===== src/dtc_pkg.sv =====
// Package for the dual timer/counter block: register map, field layout,
// reset values and timing constants.
// Assumes an AXI4-Lite slave with 32-bit data, one register per word.
package dtc_pkg;

	// ------------------------------------------------------------------
	// Register indices and byte addresses
	// ------------------------------------------------------------------
	// Indices are taken from address bits [9:2], so every index maps to byte index*4
	localparam logic [7:0] DTC_IDX_MODE = 8'h89;
	localparam logic [7:0] DTC_IDX_CTRL = 8'h88;
	localparam logic [7:0] DTC_IDX_C0LO = 8'h8A;
	localparam logic [7:0] DTC_IDX_C1LO = 8'h8B;
	localparam logic [7:0] DTC_IDX_C0HI = 8'h8C;
	localparam logic [7:0] DTC_IDX_C1HI = 8'h8D;
	localparam logic [7:0] DTC_IDX_IMSK = 8'h90;
	localparam logic [7:0] DTC_IDX_IACK = 8'h91;
	localparam int DTC_ADDR_W = 12;

	// ------------------------------------------------------------------
	// Field positions
	// ------------------------------------------------------------------
	// Mode register: timer 1 in [7:4], timer 0 in [3:0]
	localparam int DTC_MODE_GATE_POS = 3;
	localparam int DTC_MODE_CSRC_POS = 2;
	localparam int DTC_MODE_SEL_HI_POS = 1;
	localparam int DTC_MODE_SEL_LO_POS = 0;
	localparam int DTC_MODE_TMR1_BASE = 4;
	// Control register
	localparam int DTC_CTRL_OVF1_POS = 7;
	localparam int DTC_CTRL_RUN1_POS = 6;
	localparam int DTC_CTRL_OVF0_POS = 5;
	localparam int DTC_CTRL_RUN0_POS = 4;

	// ------------------------------------------------------------------
	// Reset values
	// ------------------------------------------------------------------
	localparam logic [7:0] DTC_RST_BYTE = 8'h00;
	localparam logic [1:0] DTC_RST_IMSK = 2'h0;

	// ------------------------------------------------------------------
	// Timing
	// ------------------------------------------------------------------
	localparam int DTC_OSC_PER_MC = 12;
	localparam logic [3:0] DTC_MC_LAST = 4'(DTC_OSC_PER_MC - 1);
	localparam logic [1:0] DTC_RESP_OKAY = 2'h0;
	localparam logic [1:0] DTC_RESP_SLVERR = 2'h2;

	// Operating modes
	typedef enum logic [1:0] {
		DTC_M_PRESC13,
		DTC_M_CASC16,
		DTC_M_RELOAD8,
		DTC_M_SPLIT
	} dtc_mode_type;

endpackage


===== src/dtc_edge_det.sv =====
// Falling-edge detector for an external count pin.
// Assumes the pin is asynchronous; it is synchronised here before use and
// sampled once per machine cycle on the strobe.
`timescale 1ns/1ps
module dtc_edge_det (
	// Clock and reset
	input wire logic aclk,
	input wire logic aresetn,
	// Sampling
	input wire logic sample_stb,
	input wire logic pin_raw,
	// Result
	output logic fall_evt,
	output logic level
);
	import dtc_pkg::*;

	logic meta_r, meta_nxt;
	logic sync_r, sync_nxt;
	logic prev_r, prev_nxt;
	logic evt_r, evt_nxt;

	// Two-stage sync, then one sample per machine cycle
	always_comb begin
		meta_nxt = pin_raw;
		sync_nxt = meta_r;
		prev_nxt = prev_r;
		evt_nxt = 1'b0;
		if (sample_stb) begin
			prev_nxt = sync_r;
			evt_nxt = prev_r & ~sync_r;
		end
	end

	always_ff @(posedge aclk) begin
		if (!aresetn) begin
			meta_r <= 1'b0;
			sync_r <= 1'b0;
			prev_r <= 1'b0;
			evt_r <= 1'b0;
		end else begin
			meta_r <= meta_nxt;
			sync_r <= sync_nxt;
			prev_r <= prev_nxt;
			evt_r <= evt_nxt;
		end
	end

	assign fall_evt = evt_r;
	assign level = sync_r;
endmodule


===== src/dtc_top.sv =====
// Dual four-mode timer/counter with AXI4-Lite register access.
// Assumes aclk is the oscillator; a machine cycle is twelve aclk cycles.
// Operation
// A timer counts only with its run bit set and, when qualified, its gate input high.
// The source select bit picks the count pin's falling edges or machine cycles.
// Mode bits 00,01,10,11 pick prescaled 13-bit, 16-bit, 8-bit reload or split mode.
// Mode 00 counts 13 bits: high byte over the low five bits of the low byte.
// A wrap from all ones to zero sets the timer's overflow flag.
// Setting the run bit leaves the count registers unchanged.
// The mode register has a gate qualify bit at bit 7 for timer 1 and bit 3 for timer 0.
// Mode 01 counts all 16 bits with the same enable, gating and flag.
// Mode 10 counts the low byte and reloads it from the high byte on overflow.
// Timer 1 in mode 11 holds its count as if stopped.
// Timer 0 in mode 11 runs its low byte with timer 0's own controls and flag.
// Timer 0 in mode 11 runs its high byte on machine cycles under timer 1 run and flag.
// With timer 0 in mode 11, timer 1 still runs in its other modes.
// Timer function advances once per machine cycle of twelve clocks.
// Counter function samples the pin per machine cycle and counts high then low.
// An overflow flag is cleared when the core vectors to its interrupt.
// Each timer gives a one-cycle overflow event output; here ovf_evt1 pulses on timer 0's high byte, not timer 1, while timer 0 is in mode 11.
//
// Local design decision: the AXI4-Lite slave port.
`timescale 1ns/1ps
module dtc_top (
	// Clock and reset
	input wire logic aclk,
	input wire logic aresetn,
	// AXI4-Lite write address
	input wire logic [dtc_pkg::DTC_ADDR_W-1:0] s_axi_awaddr,
	input wire logic s_axi_awvalid,
	output logic s_axi_awready,
	// AXI4-Lite write data
	input wire logic [31:0] s_axi_wdata,
	input wire logic [3:0] s_axi_wstrb,
	input wire logic s_axi_wvalid,
	output logic s_axi_wready,
	// AXI4-Lite write response
	output logic [1:0] s_axi_bresp,
	output logic s_axi_bvalid,
	input wire logic s_axi_bready,
	// AXI4-Lite read address
	input wire logic [dtc_pkg::DTC_ADDR_W-1:0] s_axi_araddr,
	input wire logic s_axi_arvalid,
	output logic s_axi_arready,
	// AXI4-Lite read data
	output logic [31:0] s_axi_rdata,
	output logic [1:0] s_axi_rresp,
	output logic s_axi_rvalid,
	input wire logic s_axi_rready,
	// External pins
	input wire logic count_pin0,
	input wire logic count_pin1,
	input wire logic gate_in0,
	input wire logic gate_in1,
	// Interrupt vector acknowledge from the core
	input wire logic int_ack0,
	input wire logic int_ack1,
	// Events and interrupt
	output logic ovf_evt0,
	output logic ovf_evt1,
	output logic irq
);
	import dtc_pkg::*;

	// ------------------------------------------------------------------
	// Machine-cycle strobe
	// ------------------------------------------------------------------
	logic [3:0] mc_cnt_r, mc_cnt_nxt;
	logic mc_stb;

	// One strobe every twelve clocks
	always_comb begin
		mc_stb = (mc_cnt_r == DTC_MC_LAST);
		mc_cnt_nxt = mc_stb ? 4'h0 : mc_cnt_r + 4'h1;
	end

	always_ff @(posedge aclk) begin
		if (!aresetn)
			mc_cnt_r <= 4'h0;
		else
			mc_cnt_r <= mc_cnt_nxt;
	end

	// ------------------------------------------------------------------
	// Pin conditioning
	// ------------------------------------------------------------------
	logic pin_evt0, pin_evt1, gate_lvl0, gate_lvl1;
	logic g0_meta_r, g0_sync_r, g1_meta_r, g1_sync_r;

	dtc_edge_det u_pin0 (
		.aclk(aclk),
		.aresetn(aresetn),
		.sample_stb(mc_stb),
		.pin_raw(count_pin0),
		.fall_evt(pin_evt0),
		.level()
	);

	dtc_edge_det u_pin1 (
		.aclk(aclk),
		.aresetn(aresetn),
		.sample_stb(mc_stb),
		.pin_raw(count_pin1),
		.fall_evt(pin_evt1),
		.level()
	);

	// Gate inputs are levels: two flops each
	always_ff @(posedge aclk) begin
		if (!aresetn) begin
			g0_meta_r <= 1'b0;
			g0_sync_r <= 1'b0;
			g1_meta_r <= 1'b0;
			g1_sync_r <= 1'b0;
		end else begin
			g0_meta_r <= gate_in0;
			g0_sync_r <= g0_meta_r;
			g1_meta_r <= gate_in1;
			g1_sync_r <= g1_meta_r;
		end
	end
	assign gate_lvl0 = g0_sync_r;
	assign gate_lvl1 = g1_sync_r;

	// ------------------------------------------------------------------
	// Registers and counting
	// ------------------------------------------------------------------
	logic [7:0] mode_r, mode_nxt;
	logic run0_r, run0_nxt, run1_r, run1_nxt;
	logic ovf_flag0_r, ovf_flag0_nxt, ovf_flag1_r, ovf_flag1_nxt;
	logic [7:0] count0_low_r, count0_low_nxt, count0_high_r, count0_high_nxt;
	logic [7:0] count1_low_r, count1_low_nxt, count1_high_r, count1_high_nxt;
	logic [1:0] imsk_r, imsk_nxt;
	logic evt0_r, evt0_nxt, evt1_r, evt1_nxt, irq_r, irq_nxt;
	logic wr_fire;
	logic [7:0] wr_idx;
	logic [7:0] wbyte;

	dtc_mode_type mode0, mode1;
	logic tick0, tick1, en0, en1, en0h;
	logic ov0, ov1;
	logic [12:0] c13;
	logic [15:0] c16;
	logic [8:0] s9;

	always_comb begin
		mode0 = dtc_mode_type'(mode_r[DTC_MODE_SEL_HI_POS:DTC_MODE_SEL_LO_POS]);
		mode1 = dtc_mode_type'(mode_r[DTC_MODE_TMR1_BASE+1:DTC_MODE_TMR1_BASE]);
		// Source pick: pin edge or machine cycle
		tick0 = mode_r[DTC_MODE_CSRC_POS] ? pin_evt0 : mc_stb;
		tick1 = mode_r[DTC_MODE_TMR1_BASE+DTC_MODE_CSRC_POS] ? pin_evt1 : mc_stb;
		// Run and gate qualify, gate bits at 3 and 7
		en0 = tick0 & run0_r & (~mode_r[DTC_MODE_GATE_POS] | gate_lvl0);
		en1 = tick1 & run1_r & (~mode_r[DTC_MODE_TMR1_BASE+DTC_MODE_GATE_POS] | gate_lvl1);
		// Split high byte: machine cycles only, timer 1 run bit
		en0h = mc_stb & run1_r & (mode0 == DTC_M_SPLIT);
		count0_low_nxt = count0_low_r;
		count0_high_nxt = count0_high_r;
		count1_low_nxt = count1_low_r;
		count1_high_nxt = count1_high_r;
		ov0 = 1'b0;
		ov1 = 1'b0;
		c13 = 13'h0;
		c16 = 16'h0;
		s9 = 9'h0;
		// Timer 0
		if (en0) begin
			unique case (mode0)
				DTC_M_PRESC13: begin
					c13 = {count0_high_r, count0_low_r[4:0]} + 13'h1;
					count0_high_nxt = c13[12:5];
					count0_low_nxt = {count0_low_r[7:5], c13[4:0]};
					ov0 = ({count0_high_r, count0_low_r[4:0]} == 13'h1FFF);
				end
				DTC_M_CASC16: begin
					c16 = {count0_high_r, count0_low_r} + 16'h1;
					{count0_high_nxt, count0_low_nxt} = c16;
					ov0 = (c16 == 16'h0000);
				end
				DTC_M_RELOAD8: begin
					s9 = {1'b0, count0_low_r} + 9'h1;
					ov0 = s9[8];
					count0_low_nxt = s9[8] ? count0_high_r : s9[7:0];
				end
				DTC_M_SPLIT: begin
					s9 = {1'b0, count0_low_r} + 9'h1;
					ov0 = s9[8];
					count0_low_nxt = s9[7:0];
				end
			endcase
		end
		if (en0h) begin
			count0_high_nxt = count0_high_r + 8'h1;
			ov1 = (count0_high_r == 8'hFF);
		end
		// Timer 1; it stays usable while timer 0 is split
		if (en1) begin
			unique case (mode1)
				DTC_M_PRESC13: begin
					c13 = {count1_high_r, count1_low_r[4:0]} + 13'h1;
					count1_high_nxt = c13[12:5];
					count1_low_nxt = {count1_low_r[7:5], c13[4:0]};
					if (mode0 != DTC_M_SPLIT)
						ov1 = ({count1_high_r, count1_low_r[4:0]} == 13'h1FFF);
				end
				DTC_M_CASC16: begin
					c16 = {count1_high_r, count1_low_r} + 16'h1;
					{count1_high_nxt, count1_low_nxt} = c16;
					if (mode0 != DTC_M_SPLIT)
						ov1 = (c16 == 16'h0000);
				end
				DTC_M_RELOAD8: begin
					s9 = {1'b0, count1_low_r} + 9'h1;
					count1_low_nxt = s9[8] ? count1_high_r : s9[7:0];
					if (mode0 != DTC_M_SPLIT)
						ov1 = s9[8];
				end
				DTC_M_SPLIT: begin
					// Held, same as run bit clear
					count1_low_nxt = count1_low_r;
				end
			endcase
		end
		// Software write to a count register beats a count in the same cycle
		if (wr_fire && s_axi_wstrb[0]) begin
			unique case (wr_idx)
				DTC_IDX_C0LO: count0_low_nxt = s_axi_wdata[7:0];
				DTC_IDX_C0HI: count0_high_nxt = s_axi_wdata[7:0];
				DTC_IDX_C1LO: count1_low_nxt = s_axi_wdata[7:0];
				DTC_IDX_C1HI: count1_high_nxt = s_axi_wdata[7:0];
				default: ;
			endcase
		end
	end

	// Register writes, hardware set wins over any clear
	always_comb begin
		mode_nxt = mode_r;
		run0_nxt = run0_r;
		run1_nxt = run1_r;
		imsk_nxt = imsk_r;
		ovf_flag0_nxt = ovf_flag0_r;
		ovf_flag1_nxt = ovf_flag1_r;
		wbyte = s_axi_wdata[7:0];
		if (wr_fire && s_axi_wstrb[0]) begin
			unique case (wr_idx)
				DTC_IDX_MODE: mode_nxt = wbyte;
				DTC_IDX_CTRL: begin
					// Run bit alone: counts are not touched
					run0_nxt = wbyte[DTC_CTRL_RUN0_POS];
					run1_nxt = wbyte[DTC_CTRL_RUN1_POS];
					ovf_flag0_nxt = wbyte[DTC_CTRL_OVF0_POS];
					ovf_flag1_nxt = wbyte[DTC_CTRL_OVF1_POS];
				end
				DTC_IDX_IMSK: imsk_nxt = wbyte[1:0];
				DTC_IDX_IACK: begin
					if (wbyte[0])
						ovf_flag0_nxt = 1'b0;
					if (wbyte[1])
						ovf_flag1_nxt = 1'b0;
				end
				default: ;
			endcase
		end
		// Vectoring to the routine clears the flag
		if (int_ack0)
			ovf_flag0_nxt = 1'b0;
		if (int_ack1)
			ovf_flag1_nxt = 1'b0;
		if (ov0)
			ovf_flag0_nxt = 1'b1;
		if (ov1)
			ovf_flag1_nxt = 1'b1;
		evt0_nxt = ov0;
		evt1_nxt = ov1;
		irq_nxt = |({ovf_flag1_nxt, ovf_flag0_nxt} & imsk_nxt);
	end

	always_ff @(posedge aclk) begin
		if (!aresetn) begin
			mode_r <= DTC_RST_BYTE;
			run0_r <= 1'b0;
			run1_r <= 1'b0;
			ovf_flag0_r <= 1'b0;
			ovf_flag1_r <= 1'b0;
			count0_low_r <= DTC_RST_BYTE;
			count0_high_r <= DTC_RST_BYTE;
			count1_low_r <= DTC_RST_BYTE;
			count1_high_r <= DTC_RST_BYTE;
			imsk_r <= DTC_RST_IMSK;
			evt0_r <= 1'b0;
			evt1_r <= 1'b0;
			irq_r <= 1'b0;
		end else begin
			mode_r <= mode_nxt;
			run0_r <= run0_nxt;
			run1_r <= run1_nxt;
			ovf_flag0_r <= ovf_flag0_nxt;
			ovf_flag1_r <= ovf_flag1_nxt;
			count0_low_r <= count0_low_nxt;
			count0_high_r <= count0_high_nxt;
			count1_low_r <= count1_low_nxt;
			count1_high_r <= count1_high_nxt;
			imsk_r <= imsk_nxt;
			evt0_r <= evt0_nxt;
			evt1_r <= evt1_nxt;
			irq_r <= irq_nxt;
		end
	end

	// ------------------------------------------------------------------
	// AXI4-Lite slave
	// ------------------------------------------------------------------
	logic aw_ok, w_ok;
	logic [7:0] rd_idx;
	logic awr_r, awr_nxt, wr_r, wr_nxt, bv_r, bv_nxt, br_r, br_nxt;
	logic arr_r, arr_nxt, rv_r, rv_nxt, rr_r, rr_nxt;
	logic [31:0] rd_r, rd_nxt;
	logic [7:0] aw_idx_r, aw_idx_nxt;

	// Address and data taken in either order; response once both are in
	always_comb begin
		aw_ok = s_axi_awvalid & awr_r;
		w_ok = s_axi_wvalid & wr_r;
		aw_idx_nxt = aw_ok ? s_axi_awaddr[9:2] : aw_idx_r;
		awr_nxt = awr_r;
		wr_nxt = wr_r;
		bv_nxt = bv_r;
		br_nxt = br_r;
		wr_fire = 1'b0;
		wr_idx = aw_idx_nxt;
		if (aw_ok)
			awr_nxt = 1'b0;
		if (w_ok)
			wr_nxt = 1'b0;
		// Write happens when the later of the two arrives
		if ((aw_ok | ~awr_r) & (w_ok | ~wr_r) & ~bv_r & (aw_ok | w_ok)) begin
			wr_fire = 1'b1;
			bv_nxt = 1'b1;
			br_nxt = (aw_idx_nxt < DTC_IDX_CTRL) | (aw_idx_nxt > DTC_IDX_IACK) |
				((aw_idx_nxt > DTC_IDX_C1HI) & (aw_idx_nxt < DTC_IDX_IMSK));
		end
		if (bv_r & s_axi_bready) begin
			bv_nxt = 1'b0;
			awr_nxt = 1'b1;
			wr_nxt = 1'b1;
		end
	end

	// Read mux; unmapped answers SLVERR with zero data
	always_comb begin
		rd_idx = s_axi_araddr[9:2];
		arr_nxt = arr_r;
		rv_nxt = rv_r;
		rr_nxt = rr_r;
		rd_nxt = rd_r;
		if (s_axi_arvalid & arr_r) begin
			arr_nxt = 1'b0;
			rv_nxt = 1'b1;
			rr_nxt = 1'b0;
			unique case (rd_idx)
				DTC_IDX_MODE: rd_nxt = {24'h0, mode_r};
				DTC_IDX_CTRL: rd_nxt = {24'h0, ovf_flag1_r, run1_r, ovf_flag0_r, run0_r, 4'h0};
				DTC_IDX_C0LO: rd_nxt = {24'h0, count0_low_r};
				DTC_IDX_C0HI: rd_nxt = {24'h0, count0_high_r};
				DTC_IDX_C1LO: rd_nxt = {24'h0, count1_low_r};
				DTC_IDX_C1HI: rd_nxt = {24'h0, count1_high_r};
				DTC_IDX_IMSK: rd_nxt = {30'h0, imsk_r};
				DTC_IDX_IACK: rd_nxt = {30'h0, ovf_flag1_r, ovf_flag0_r};
				default: begin
					rd_nxt = 32'h0;
					rr_nxt = 1'b1;
				end
			endcase
		end
		if (rv_r & s_axi_rready) begin
			rv_nxt = 1'b0;
			arr_nxt = 1'b1;
		end
	end

	always_ff @(posedge aclk) begin
		if (!aresetn) begin
			awr_r <= 1'b1;
			wr_r <= 1'b1;
			bv_r <= 1'b0;
			br_r <= 1'b0;
			aw_idx_r <= 8'h0;
			arr_r <= 1'b1;
			rv_r <= 1'b0;
			rr_r <= 1'b0;
			rd_r <= 32'h0;
		end else begin
			awr_r <= awr_nxt;
			wr_r <= wr_nxt;
			bv_r <= bv_nxt;
			br_r <= br_nxt;
			aw_idx_r <= aw_idx_nxt;
			arr_r <= arr_nxt;
			rv_r <= rv_nxt;
			rr_r <= rr_nxt;
			rd_r <= rd_nxt;
		end
	end

	// Outputs straight from flops
	assign s_axi_awready = awr_r;
	assign s_axi_wready = wr_r;
	assign s_axi_bvalid = bv_r;
	assign s_axi_bresp = br_r ? DTC_RESP_SLVERR : DTC_RESP_OKAY;
	assign s_axi_arready = arr_r;
	assign s_axi_rvalid = rv_r;
	assign s_axi_rdata = rd_r;
	assign s_axi_rresp = rr_r ? DTC_RESP_SLVERR : DTC_RESP_OKAY;
	assign ovf_evt0 = evt0_r;
	assign ovf_evt1 = evt1_r;
	assign irq = irq_r;
endmodule


===== config.mk =====
export PLATFORM = sky130hd
export DESIGN_NAME = dtc_top
export DESIGN_NICKNAME = d
export VERILOG_FILES = /design/src/dtc_pkg.sv /design/src/dtc_edge_det.sv /design/src/dtc_top.sv
export SDC_FILE = /design/constraint.sdc
export NUM_CORES = 1
export LEC_CHECK = 0
export ABC_AREA = 1
export BUFFER_PORTS_ARGS = -buffer_cell sky130_fd_sc_hd__buf_2
export CAP_MARGIN = 0
export CORE_UTILIZATION = 40
export DETAILED_ROUTE_END_ITERATION = 7
export GPL_TIMING_DRIVEN = 0
export MAX_ROUTING_LAYER = met4
export PLACE_DENSITY = 0.67
export SYNTH_ARGS = -nofsm -noshare
export SYNTH_HDL_FRONTEND = slang
export SYNTH_SLANG_ARGS = --single-unit

===== constraint.sdc =====
create_clock -name aclk -period 3.5 [get_ports aclk]
set_clock_uncertainty 0.05 [all_clocks]
set_input_delay 0.7 -clock aclk [delete_from_list [all_inputs] [get_ports aclk]]
set_output_delay 0.7 -clock aclk [all_outputs]
set_load 0.02 [all_outputs]

Yosys cells after proc, flatten, opt, wreduce, memory -nomap -nowiden
Index checks and enable logic that the tools add are counted.

$lt $le $gt $ge: 4. Reductions and logical operators: 14. Add/sub/neg operators: 8. Equality and inequality tests: 27. Muxes and demuxes: 47. Bitwise logic cells: 33.

Operators with widths (number): $eq 8x8->1 const B (17); $mux 8 (16); $pmux 8 s4 (2); $pmux 8 s8 (1); $add 16x1->16 const B (2); $logic_not 16->1 (2); $pmux 8 s2 (2); $add 13x1->13 const B (2); $eq 13x13->1 const B (2); $add 8x1->9 const B (2); $mux 1 (18); $and 1x1->1 (17); $gt 8x8->1 const B (2); $lt 8x8->1 const B (2); $reduce_or 2->1 (5); $add 8x1->8 const B (1); $eq 2x2->1 const B (4); $mux 2 (4); $not 1->1 (8); $reduce_or 8->1 (1); $or 1x1->1 (7); $pmux 1 s3 (2); $reduce_and 2->1 (3); $add 4x1->4 const B (1); 7 further kinds (10).

Logic and storage cells: 168. Bits in registers: 112. Output and inout port bits: 44.

Logic depth before layout (Yosys ltp)
Gate-level depths: netlist of run 1.

Depth in word-level cells: 12. Depth in mapped cells: 18. Mapped depth without buffers: 18.

Hierarchy
Synthesis of run 1 repeated with hierarchy kept, for this count alone.

Cells, all modules: 930. Area, all modules: 5992.0 µm².

By module, submodules not included: dtc_top (area an instance 5741.8 µm², seq. area each 1601.5 µm², instances 1, cells an instance 898); dtc_edge_det (area an instance 125.1 µm², seq. area each 80.1 µm², instances 2, cells an instance 16).

Worst setup path before layout of run 1
Ideal clock, no wire load.

Kind: input to register. Start point: input port s_axi_awvalid. End point: register irq_r, in the netlist irq. Library setup time: 0.112 ns. Arrival: 1.951 ns. Path buffers: 1. Required time: 3.338 ns. Stages: 14. Slack: 1.387 ns. Path through: nand2_4 buf_6 a21oi_2 nand4_4 nor2_4 nand2_1 nand2_1 o21ai_1 nand2_1 o21ai_0 nand2_1 nand2_1 nand2_1 nand2_1.

Longest elaborated chain between the ends: 12.

Ends and longest elaborated chain: from (decl) (RTL line dtc_top.sv:30) `input wire logic s_axi_awvalid,`; $and 1x1->1 * (RTL line dtc_top.sv:323) `aw_ok = s_axi_awvalid & awr_r;`; $or 1x1->1 (RTL line dtc_top.sv:337) `if ((aw_ok | ~awr_r) & (w_ok | ~wr_r) & ~bv_r & (aw_ok | w_ok)) begin`; $and 1x1->1 (3 in series) (RTL line dtc_top.sv:337); $mux 1 (RTL line dtc_top.sv:337); $logic_and 1x1->1 (RTL line dtc_top.sv:245) `if (wr_fire && s_axi_wstrb[0]) begin`; $mux 1 (RTL line dtc_top.sv:245); $mux 1, on equally long branches (RTL line dtc_top.sv:266, dtc_top.sv:268); $mux 1, on equally long branches (RTL line dtc_top.sv:270, dtc_top.sv:272); $and 2x2->2 * (RTL line dtc_top.sv:276) `irq_nxt = |({ovf_flag1_nxt, ovf_flag0_nxt} & imsk_nxt);`; $reduce_or 2->1 * (RTL line dtc_top.sv:276); to (signal assigned) (RTL line dtc_top.sv:307) `irq_r <= irq_nxt;`; to (decl) (RTL line dtc_top.sv:134) `logic evt0_r, evt0_nxt, evt1_r, evt1_nxt, irq_r, irq_nxt;`.

Mark *: on every way between the ends. The rest lies on a longest branch, timed or not. A chain may end at the register's enable or synchronous reset.

Final worst setup path of run 1
Start point: register mc_cnt_r[0]. End point: register count0_low_r[5].

Longest elaborated chain between the ends: 7.

Ends and longest elaborated chain: from (decl) (RTL line dtc_top.sv:68) `logic [3:0] mc_cnt_r, mc_cnt_nxt;`; from (signal assigned) (RTL line dtc_top.sv:81) `mc_cnt_r <= mc_cnt_nxt;`; $eq 4x4->1 * (RTL line dtc_top.sv:73) `mc_stb = (mc_cnt_r == DTC_MC_LAST);`; $mux 1 * (RTL line dtc_top.sv:150) `tick0 = mode_r[DTC_MODE_CSRC_POS] ? pin_evt0 : mc_stb;`; $and 1x1->1 * (2 in series) (RTL line dtc_top.sv:153) `en0 = tick0 & run0_r & (~mode_r[DTC_MODE_GATE_POS] | gate_lvl0);`; $mux 8 * (RTL line dtc_top.sv:167) `if (en0) begin`; $mux 8 (RTL line dtc_top.sv:226) `unique case (wr_idx)`; $mux 8 * (RTL line dtc_top.sv:225) `if (wr_fire && s_axi_wstrb[0]) begin`; to (signal assigned) (RTL line dtc_top.sv:300) `count0_low_r <= count0_low_nxt;`; to (decl) (RTL line dtc_top.sv:131) `logic [7:0] count0_low_r, count0_low_nxt, count0_high_r, count0_high_nxt;`.

Marked as above.

==> out/metrics.yaml, run 1 <==
min_from: "g1_meta_r$_SDFF_PN0_"
synth_area_sq_um: 5780
holdBufCountCts: 0
finalNonFillerCells: 1175
cp_data_arrival_time_ns: 2.87
cts_setup_buffers: 0
setup.worst_path.start: "mc_cnt_r[0]$_SDFF_PP0_"
drv_slew: 0
cp_cell_sequence: "ha_1 > nand2_1 > nor2_1 > inv_1 > nand2_1 > nand2_1 > inv_1 > buf_2 > nand2_1 > a221oi_1 > nor2_1"
crit_path_top_delay_cell: "a221oi_1"
viasPerCell: 5.27
setup_violations: 0
cts-root-buf: "clkbuf_16"
vias: 6190
syn_area_per_cell_sq_um: 6.43
yosys.area.top_type: "dfxtp_1"
relSlewSlack: 0.517
dpl.cell_count: 1159
r2r-start: "mc_cnt_r[0]$_SDFF_PP0_"
ys_ff_latch: 88
yosys_warnings: 0
wl_per_cell_um: 15.3
synth_commonest_cells: "nand2_1 (202), inv_1 (111), nor2_1 (102)"
cts_tree: "yes"
p_leak_nw: 2.87
power.share.clock: 0.457
grt-ovfl-total: 0
criticalPathCategory: "flop to flop"
worst_slack_ns: 0.823
syn_to_final_growth_pct: 16.0
grt_pass1_wl_mm: 28.8
antenna_left: 0
clk_pin_slew_worst_paths_ns: 0.07
die-area_sq_um: 14900
switching_share: 0.269
clk_latency_ns: 0.36
core_region_area_sq_um: 14000
fillCellCount: 1491
gp_congestion: 0.958
dp_hpwl_mm: 13.8
dr.pass1.iters: 5
combPwrFrac: 0.110
netlist_top_cells_area: "dfxtp_1 (30%), nand2_1 (13%), o21ai_0 (7.8%), inv_1 (7.2%), nor2_1 (6.6%)"
fin_util: 0.479
synth.most_common_cell: "nand2_1"
finalCriticalPeriod_ns: 2.68
yosys.cell_types.count: 46
gr-usage-all-layers: 0.259
drive_gt1_frac: 0.143
antenna_found_initial: 0
rows: 43
ir_drop_mv: 0.267
slowest_delay_ns: 0.41
finish.net_count: 1069
start_kind: "flop"
cp_top_family: "simple AND/OR/NAND/NOR gates"
switchingPower_mw: 0.645
io_buffers: 55
powerDensity_nw_per_um2: 358
yosysSeqAreaShare: 0.305
synthCells: 899
fmax_mhz: 373
grt_pass1_vias: 5529
grt_max_degree: 18
pin_count: 117
synth.top_cell.area_share: 0.305
drt-initial-drc-count: 602
finalWirelength_mm: 18.0
hold_path_class: "flop to flop"
power.internal_mw: 1.76
fin_crit_sh: 0.765
p_seq_frac: 0.433
grt_setup_unrepaired: "no"
status: "finished, final reports clean"
preCtsSetupSlack_ns: 0.878
die_height_um: 122
synthFlopType: "dfxtp_1"
clockBufferDepth: 2
tns_ns: 0
synth_edf_count: 0
tightest_slew_ns: 0.724
power_mw: 2.40
end_kind: "flop"
cts_buffers: 9
ctsResizeCount: 0
crit_buf_inv: 3
finalHoldViolCount: 0
cp_max_fo: 10
h-tree-depth: 3
numClockSinks: 88
n_antenna_cell: 0
drv_cap: 0
postSynth.asyncResetShare: 0
drc: 0
die_width_um: 122
cp_common_cell: "nand2_1"
initial_utilization: 0.413
crit_required_ns: 3.69
sequential cells by signal (all words and copies together) (netlist names), 2 cells and up:
signal and flops:
mode_r 8, mc_cnt_r 4, count0_low_r 8, imsk_r 2, count1_low_r 8, count0_high_r 8
count1_high_r 8, aw_idx_r 8, s_axi_rdata 8
worst register-to-register path: cells and delay by family (launching register included):
kind                     cells  cell delay, ns
AO/OA/AOI/OAI                1            0.41
flip-flops                   1            0.36
adder cells (fa/ha/maj)      1            0.18
buffers and inverters        3            0.63
AND/OR/NAND/NOR              6            0.95
cells by family (layout without fill, tap and decap cells):
group	count (synthesis)	after routing	synth area share
XOR/XNOR	18	18	0.0273
AO/OA/AOI/OAI	234	234	0.237
buffers and inverters	165	236	0.130
other	1	26	0.000649
AND/OR/NAND/NOR	387	387	0.287
adder cells (fa/ha/maj)	6	6	0.0130
flip-flops	88	88	0.305
per-stage QoR:
stage / area [sq um] / hold slack [ns]
6_report: 6710 / 0.363
5_1_grt: 6710 / 0.384
4_1_cts: 6710 / 0.365
3_5_place_dp: 6370 / 0.348
3_3_place_gp: 6370 / 0.344
2_1_floorplan: 5870 / 0.340
area by class of cell:
type / instances / area, sq um / share of cell area
plain buffers: 49 / 318 / 0.0474
clock buffers: 9 / 225 / 0.0336
clock inverters: 7 / 108 / 0.0160
inverters: 116 / 435 / 0.0649
multi-input cells: 671 / 3360 / 0.501
flip-flops and latches: 88 / 1760 / 0.263
well taps: 180 / 225 / 0.0336
repair buffers: 55 / 275 / 0.0410
routing by layer:
layer / global-route usage / vias up / share of wire
met4: 0.101 / 0 / 0.030
li1: - / 3113 / -
met5: - / - / 0
met1: 0.352 / 2777 / 0.46
met3: 0.0393 / 39 / 0.083
met2: 0.383 / 261 / 0.42
cell usage in the layout (no fill, tap or decap), drive strengths merged:
master | netlist | layout
bufinv | 0 | 2
a21oi | 68 | 68
a221oi | 7 | 7
o2111ai | 2 | 2
buf | 37 | 92
a32o | 2 | 2
o211ai | 9 | 9
a31oi | 7 | 7
o21ai | 102 | 102
a22o | 2 | 2
o311ai | 2 | 2
o31ai | 7 | 7
a211oi | 10 | 10
nor2 | 109 | 109
o21a | 2 | 2
a311oi | 1 | 1
clkinvlp | 0 | 1
inv | 116 | 120
xnor2 | 3 | 3
nor3b | 2 | 2
conb | 1 | 26
nor4 | 1 | 1
nand3 | 37 | 37
nand2 | 209 | 209
a21boi | 1 | 1
nand4 | 9 | 9
xor2 | 15 | 15
clkbuf | 12 | 21
o22ai | 12 | 12
or2 | 4 | 4
ha | 6 | 6
dfxtp | 88 | 88
nor3 | 16 | 16
final timing paths:
path	slack [ns]	endpoint	cells past startpoint
setup reg to reg	0.82	count0_low_r[5]$_SDFF_PN0_	11
hold reg to reg	0.36	g1_sync_r$_SDFF_PN0_	2
setup / recovery	0.82	count0_low_r[5]$_SDFF_PN0_	11
hold / removal	0.36	g1_sync_r$_SDFF_PN0_	2
power groups by stage:
stage	Combinational (mW)	Clock, mW	Sequential (mW)
2_1_floorplan	0.178	0	1.07
5_1_grt	0.293	1.15	1.04
3_3_place_gp	0.260	0	1.06
3_5_place_dp	0.261	0	1.06
4_1_cts	0.263	1.11	1.04
6_report	0.264	1.10	1.04
(Power assumes the default switching activity.)
==> run 2, diff against run 1 <==
==> constraint.sdc (replaced) <==
create_clock -name aclk -period 2.6 [get_ports aclk]
set_clock_uncertainty 0.05 [all_clocks]
set_input_delay 0.52 -clock aclk [delete_from_list [all_inputs] [get_ports aclk]]
set_output_delay 0.52 -clock aclk [all_outputs]
set_load 0.02 [all_outputs]
==> run 2 against run 1 <==
  * First-iteration DRC count rose by 4.0%
  * Register-to-register slack got worse by 0.67 ns
  * Non-clock buffer count did not move
  * Worst setup slack got worse by 0.67 ns
  * Worst hold slack got worse by 0.071 ns
  * Final cell count did not move
  * Sequential power rose by 35%
  * Utilization rose by 0.20 points
  * Largest cell class unchanged
  * Highest routed layer unchanged
==> out/metrics.yaml, run 2 (synthesis results as in run 1) <==
status: "finished, final reports clean"
ir_drop_mv: 0.362  # +36%
slowest_delay_ns: 0.36  # -0.05 ns
p_leak_nw: 2.87  # about the same
n_antenna_cell: 0  # unchanged
pin_count: 117  # unchanged
cts_setup_buffers: 0  # unchanged
power_mw: 3.24  # +35%
finalCriticalPeriod_ns: 2.45  # -0.225 ns
powerDensity_nw_per_um2: 481  # +34%
h-tree-depth: 3  # unchanged
drc: 0  # unchanged
rrSetupSlack_ns: 0.15  # -0.67 ns
worstReg2RegEnd: "count0_low_r[7]$_SDFF_PN0_"
crit_path_top_delay_cell: "dfxtp_1"
r2r-start: "mc_cnt_r[0]$_SDFF_PP0_"
rr_worst_depth: 11  # unchanged
cp_data_arrival_time_ns: 2.64  # -0.23 ns
die-area_sq_um: 14900  # unchanged
dp_hpwl_mm: 13.8  # unchanged
cts_buffers: 9  # unchanged
tightest_slew_ns: 0.722  # -0.00235 ns
die_width_um: 122  # unchanged
whs_path_depth: 3  # +1
syn_to_final_growth_pct: 16.5
hold_end: "g1_meta_r$_SDFF_PN0_"
final_cell_mix: "nand2_1 (202), inv_1 (111), nor2_1 (100)"
antenna_left: 0  # unchanged
clk_latency_ns: 0.36  # about the same
vias: 6208  # +0.29%
start_kind: "flop"
dr.pass1.iters: 6  # +1
hold_path_class: "input pin to flop"
grt_max_degree: 18  # unchanged
fillCellCount: 1487  # -0.27%
criticalPathCategory: "flop to flop"
wl_per_cell_um: 15.5  # +0.83%
worst_slack_ns: 0.148  # -0.675 ns
clockBufferDepth: 2  # unchanged
relSlewSlack: 0.519  # +0.00156
core_region_area_sq_um: 14000  # unchanged
end_kind: "flop"
layout_commonest_cell: "nand2_1"
fin_crit_sh: 0.943  # +0.178
preCtsSetupSlack_ns: -0.0211  # -0.899 ns
finish.net_count: 1069  # unchanged
viasPerCell: 5.28  # +0.29%
min_from: "gate_in1"
clk_pin_slew_worst_paths_ns: 0.07  # about the same
drv_slew: 0  # unchanged
drt-initial-drc-count: 626  # +4.0%
grt_pass1_wl_mm: 28.8  # unchanged
crit_required_ns: 2.79  # -0.90 ns
setup_violations: 0  # unchanged
finalWirelength_mm: 18.2  # +0.83%
fmax_mhz: 408  # +9.2%
antenna_found_initial: 0  # unchanged
gp_congestion: 0.958  # unchanged
die_height_um: 122  # unchanged
cp_max_fo: 10  # unchanged
drv_cap: 0  # unchanged
cts-root-buf: "clkbuf_16"
drive_gt1_frac: 0.148  # +0.00503
io_buffers: 55  # unchanged
fin_util: 0.481  # +0.00197
rows: 43  # unchanged
cp_common_cell: "nand2_1"
initial_utilization: 0.413  # unchanged
cp_cell_sequence: "ha_1 > nand2_1 > nor2_4 > inv_1 > nand2_1 > nand2_1 > inv_1 > buf_2 > nand2_1 > a221oi_1 > nor2_1"
grt-ovfl-total: 0  # unchanged
numClockSinks: 88  # unchanged
finalHoldViolCount: 0  # unchanged
cts_tree: "yes"
grt_pass1_vias: 5529  # unchanged
gr-usage-all-layers: 0.259  # unchanged
run 2: routing by layer:
metal,GRT usage,vias to the layer above,routed length [um]
met5,-,-,0
met2,0.383,272,7690
li1,-,3107,-
met3,0.0393,38,1420
met1,0.352,2791,8470
met4,0.101,0,581
run 2: how the worst max path moves through the flow:
stage	start	to	slack (ns)	cells after the start
2_1_floorplan	s_axi_awready$_SDFFE_PP1P_	irq$_SDFF_PN0_	0.56	14
6_report	mc_cnt_r[0]$_SDFF_PP0_	count0_low_r[7]$_SDFF_PN0_	0.15	11
3_3_place_gp	mc_cnt_r[0]$_SDFF_PP0_	count0_low_r[5]$_SDFF_PN0_	0.03	11
4_1_cts	count0_high_r[1]$_SDFF_PN0_	irq$_SDFF_PN0_	0.02	13
3_5_place_dp	mc_cnt_r[0]$_SDFF_PP0_	count0_low_r[5]$_SDFF_PN0_	-0.02	11
5_1_grt	mc_cnt_r[0]$_SDFF_PP0_	count0_low_r[6]$_SDFF_PN0_	-0.001	11
run 2: through the flow:
stage               setup TNS (ns)  hold slack, ns  std cells  cell area [sq um]
detailed placement         -0.0211           0.348       1159               6370
CTS                              0           0.288       1175               6710
global route              -0.00107           0.305       1175               6730
finish                           0           0.292       1175               6730
floorplan                        0           0.340        924               5870
global placement                 0           0.344       1159               6370
run 2: worst max-delay path: cells and delay by family (launching register included):
family	cells	cell delay, ns
buffers and inverters	3	0.60
and+or+nand+nor	6	0.80
AOI/OAI and AO/OA	1	0.33
adders and majority gates	1	0.18
DFF	1	0.36
run 2: layout make-up:
cell class / instances / area (sq um) / area share
Multi-Input combinational cell: 671 / 3380 / 0.503
Timing Repair Buffer: 55 / 275 / 0.0409
Clock inverter: 7 / 108 / 0.0160
Sequential cell: 88 / 1760 / 0.262
Inverter: 116 / 435 / 0.0647
Buffer: 49 / 318 / 0.0472
Tap cell: 180 / 225 / 0.0334
Clock buffer: 9 / 225 / 0.0334
run 2: what timing repair did:
| action | 4_1_cts | 5_1_grt |
|---|---|---|
| pin swaps | 0 | 0 |
| endpoints found under the setup margin | 1 | 15 |
| hold buffers | 0 | 0 |
| resized for setup | 1 | 6 |
| endpoints found under the hold margin | 0 | 0 |
run 2: power by group:
part / switching (mW) / internal [mW] / leakage, nW
sequential: 0.0199 / 1.38 / 0.715
combinational: 0.236 / 0.120 / 2.00
clock: 0.620 / 0.863 / 0.160
total: 0.876 / 2.36 / 2.87
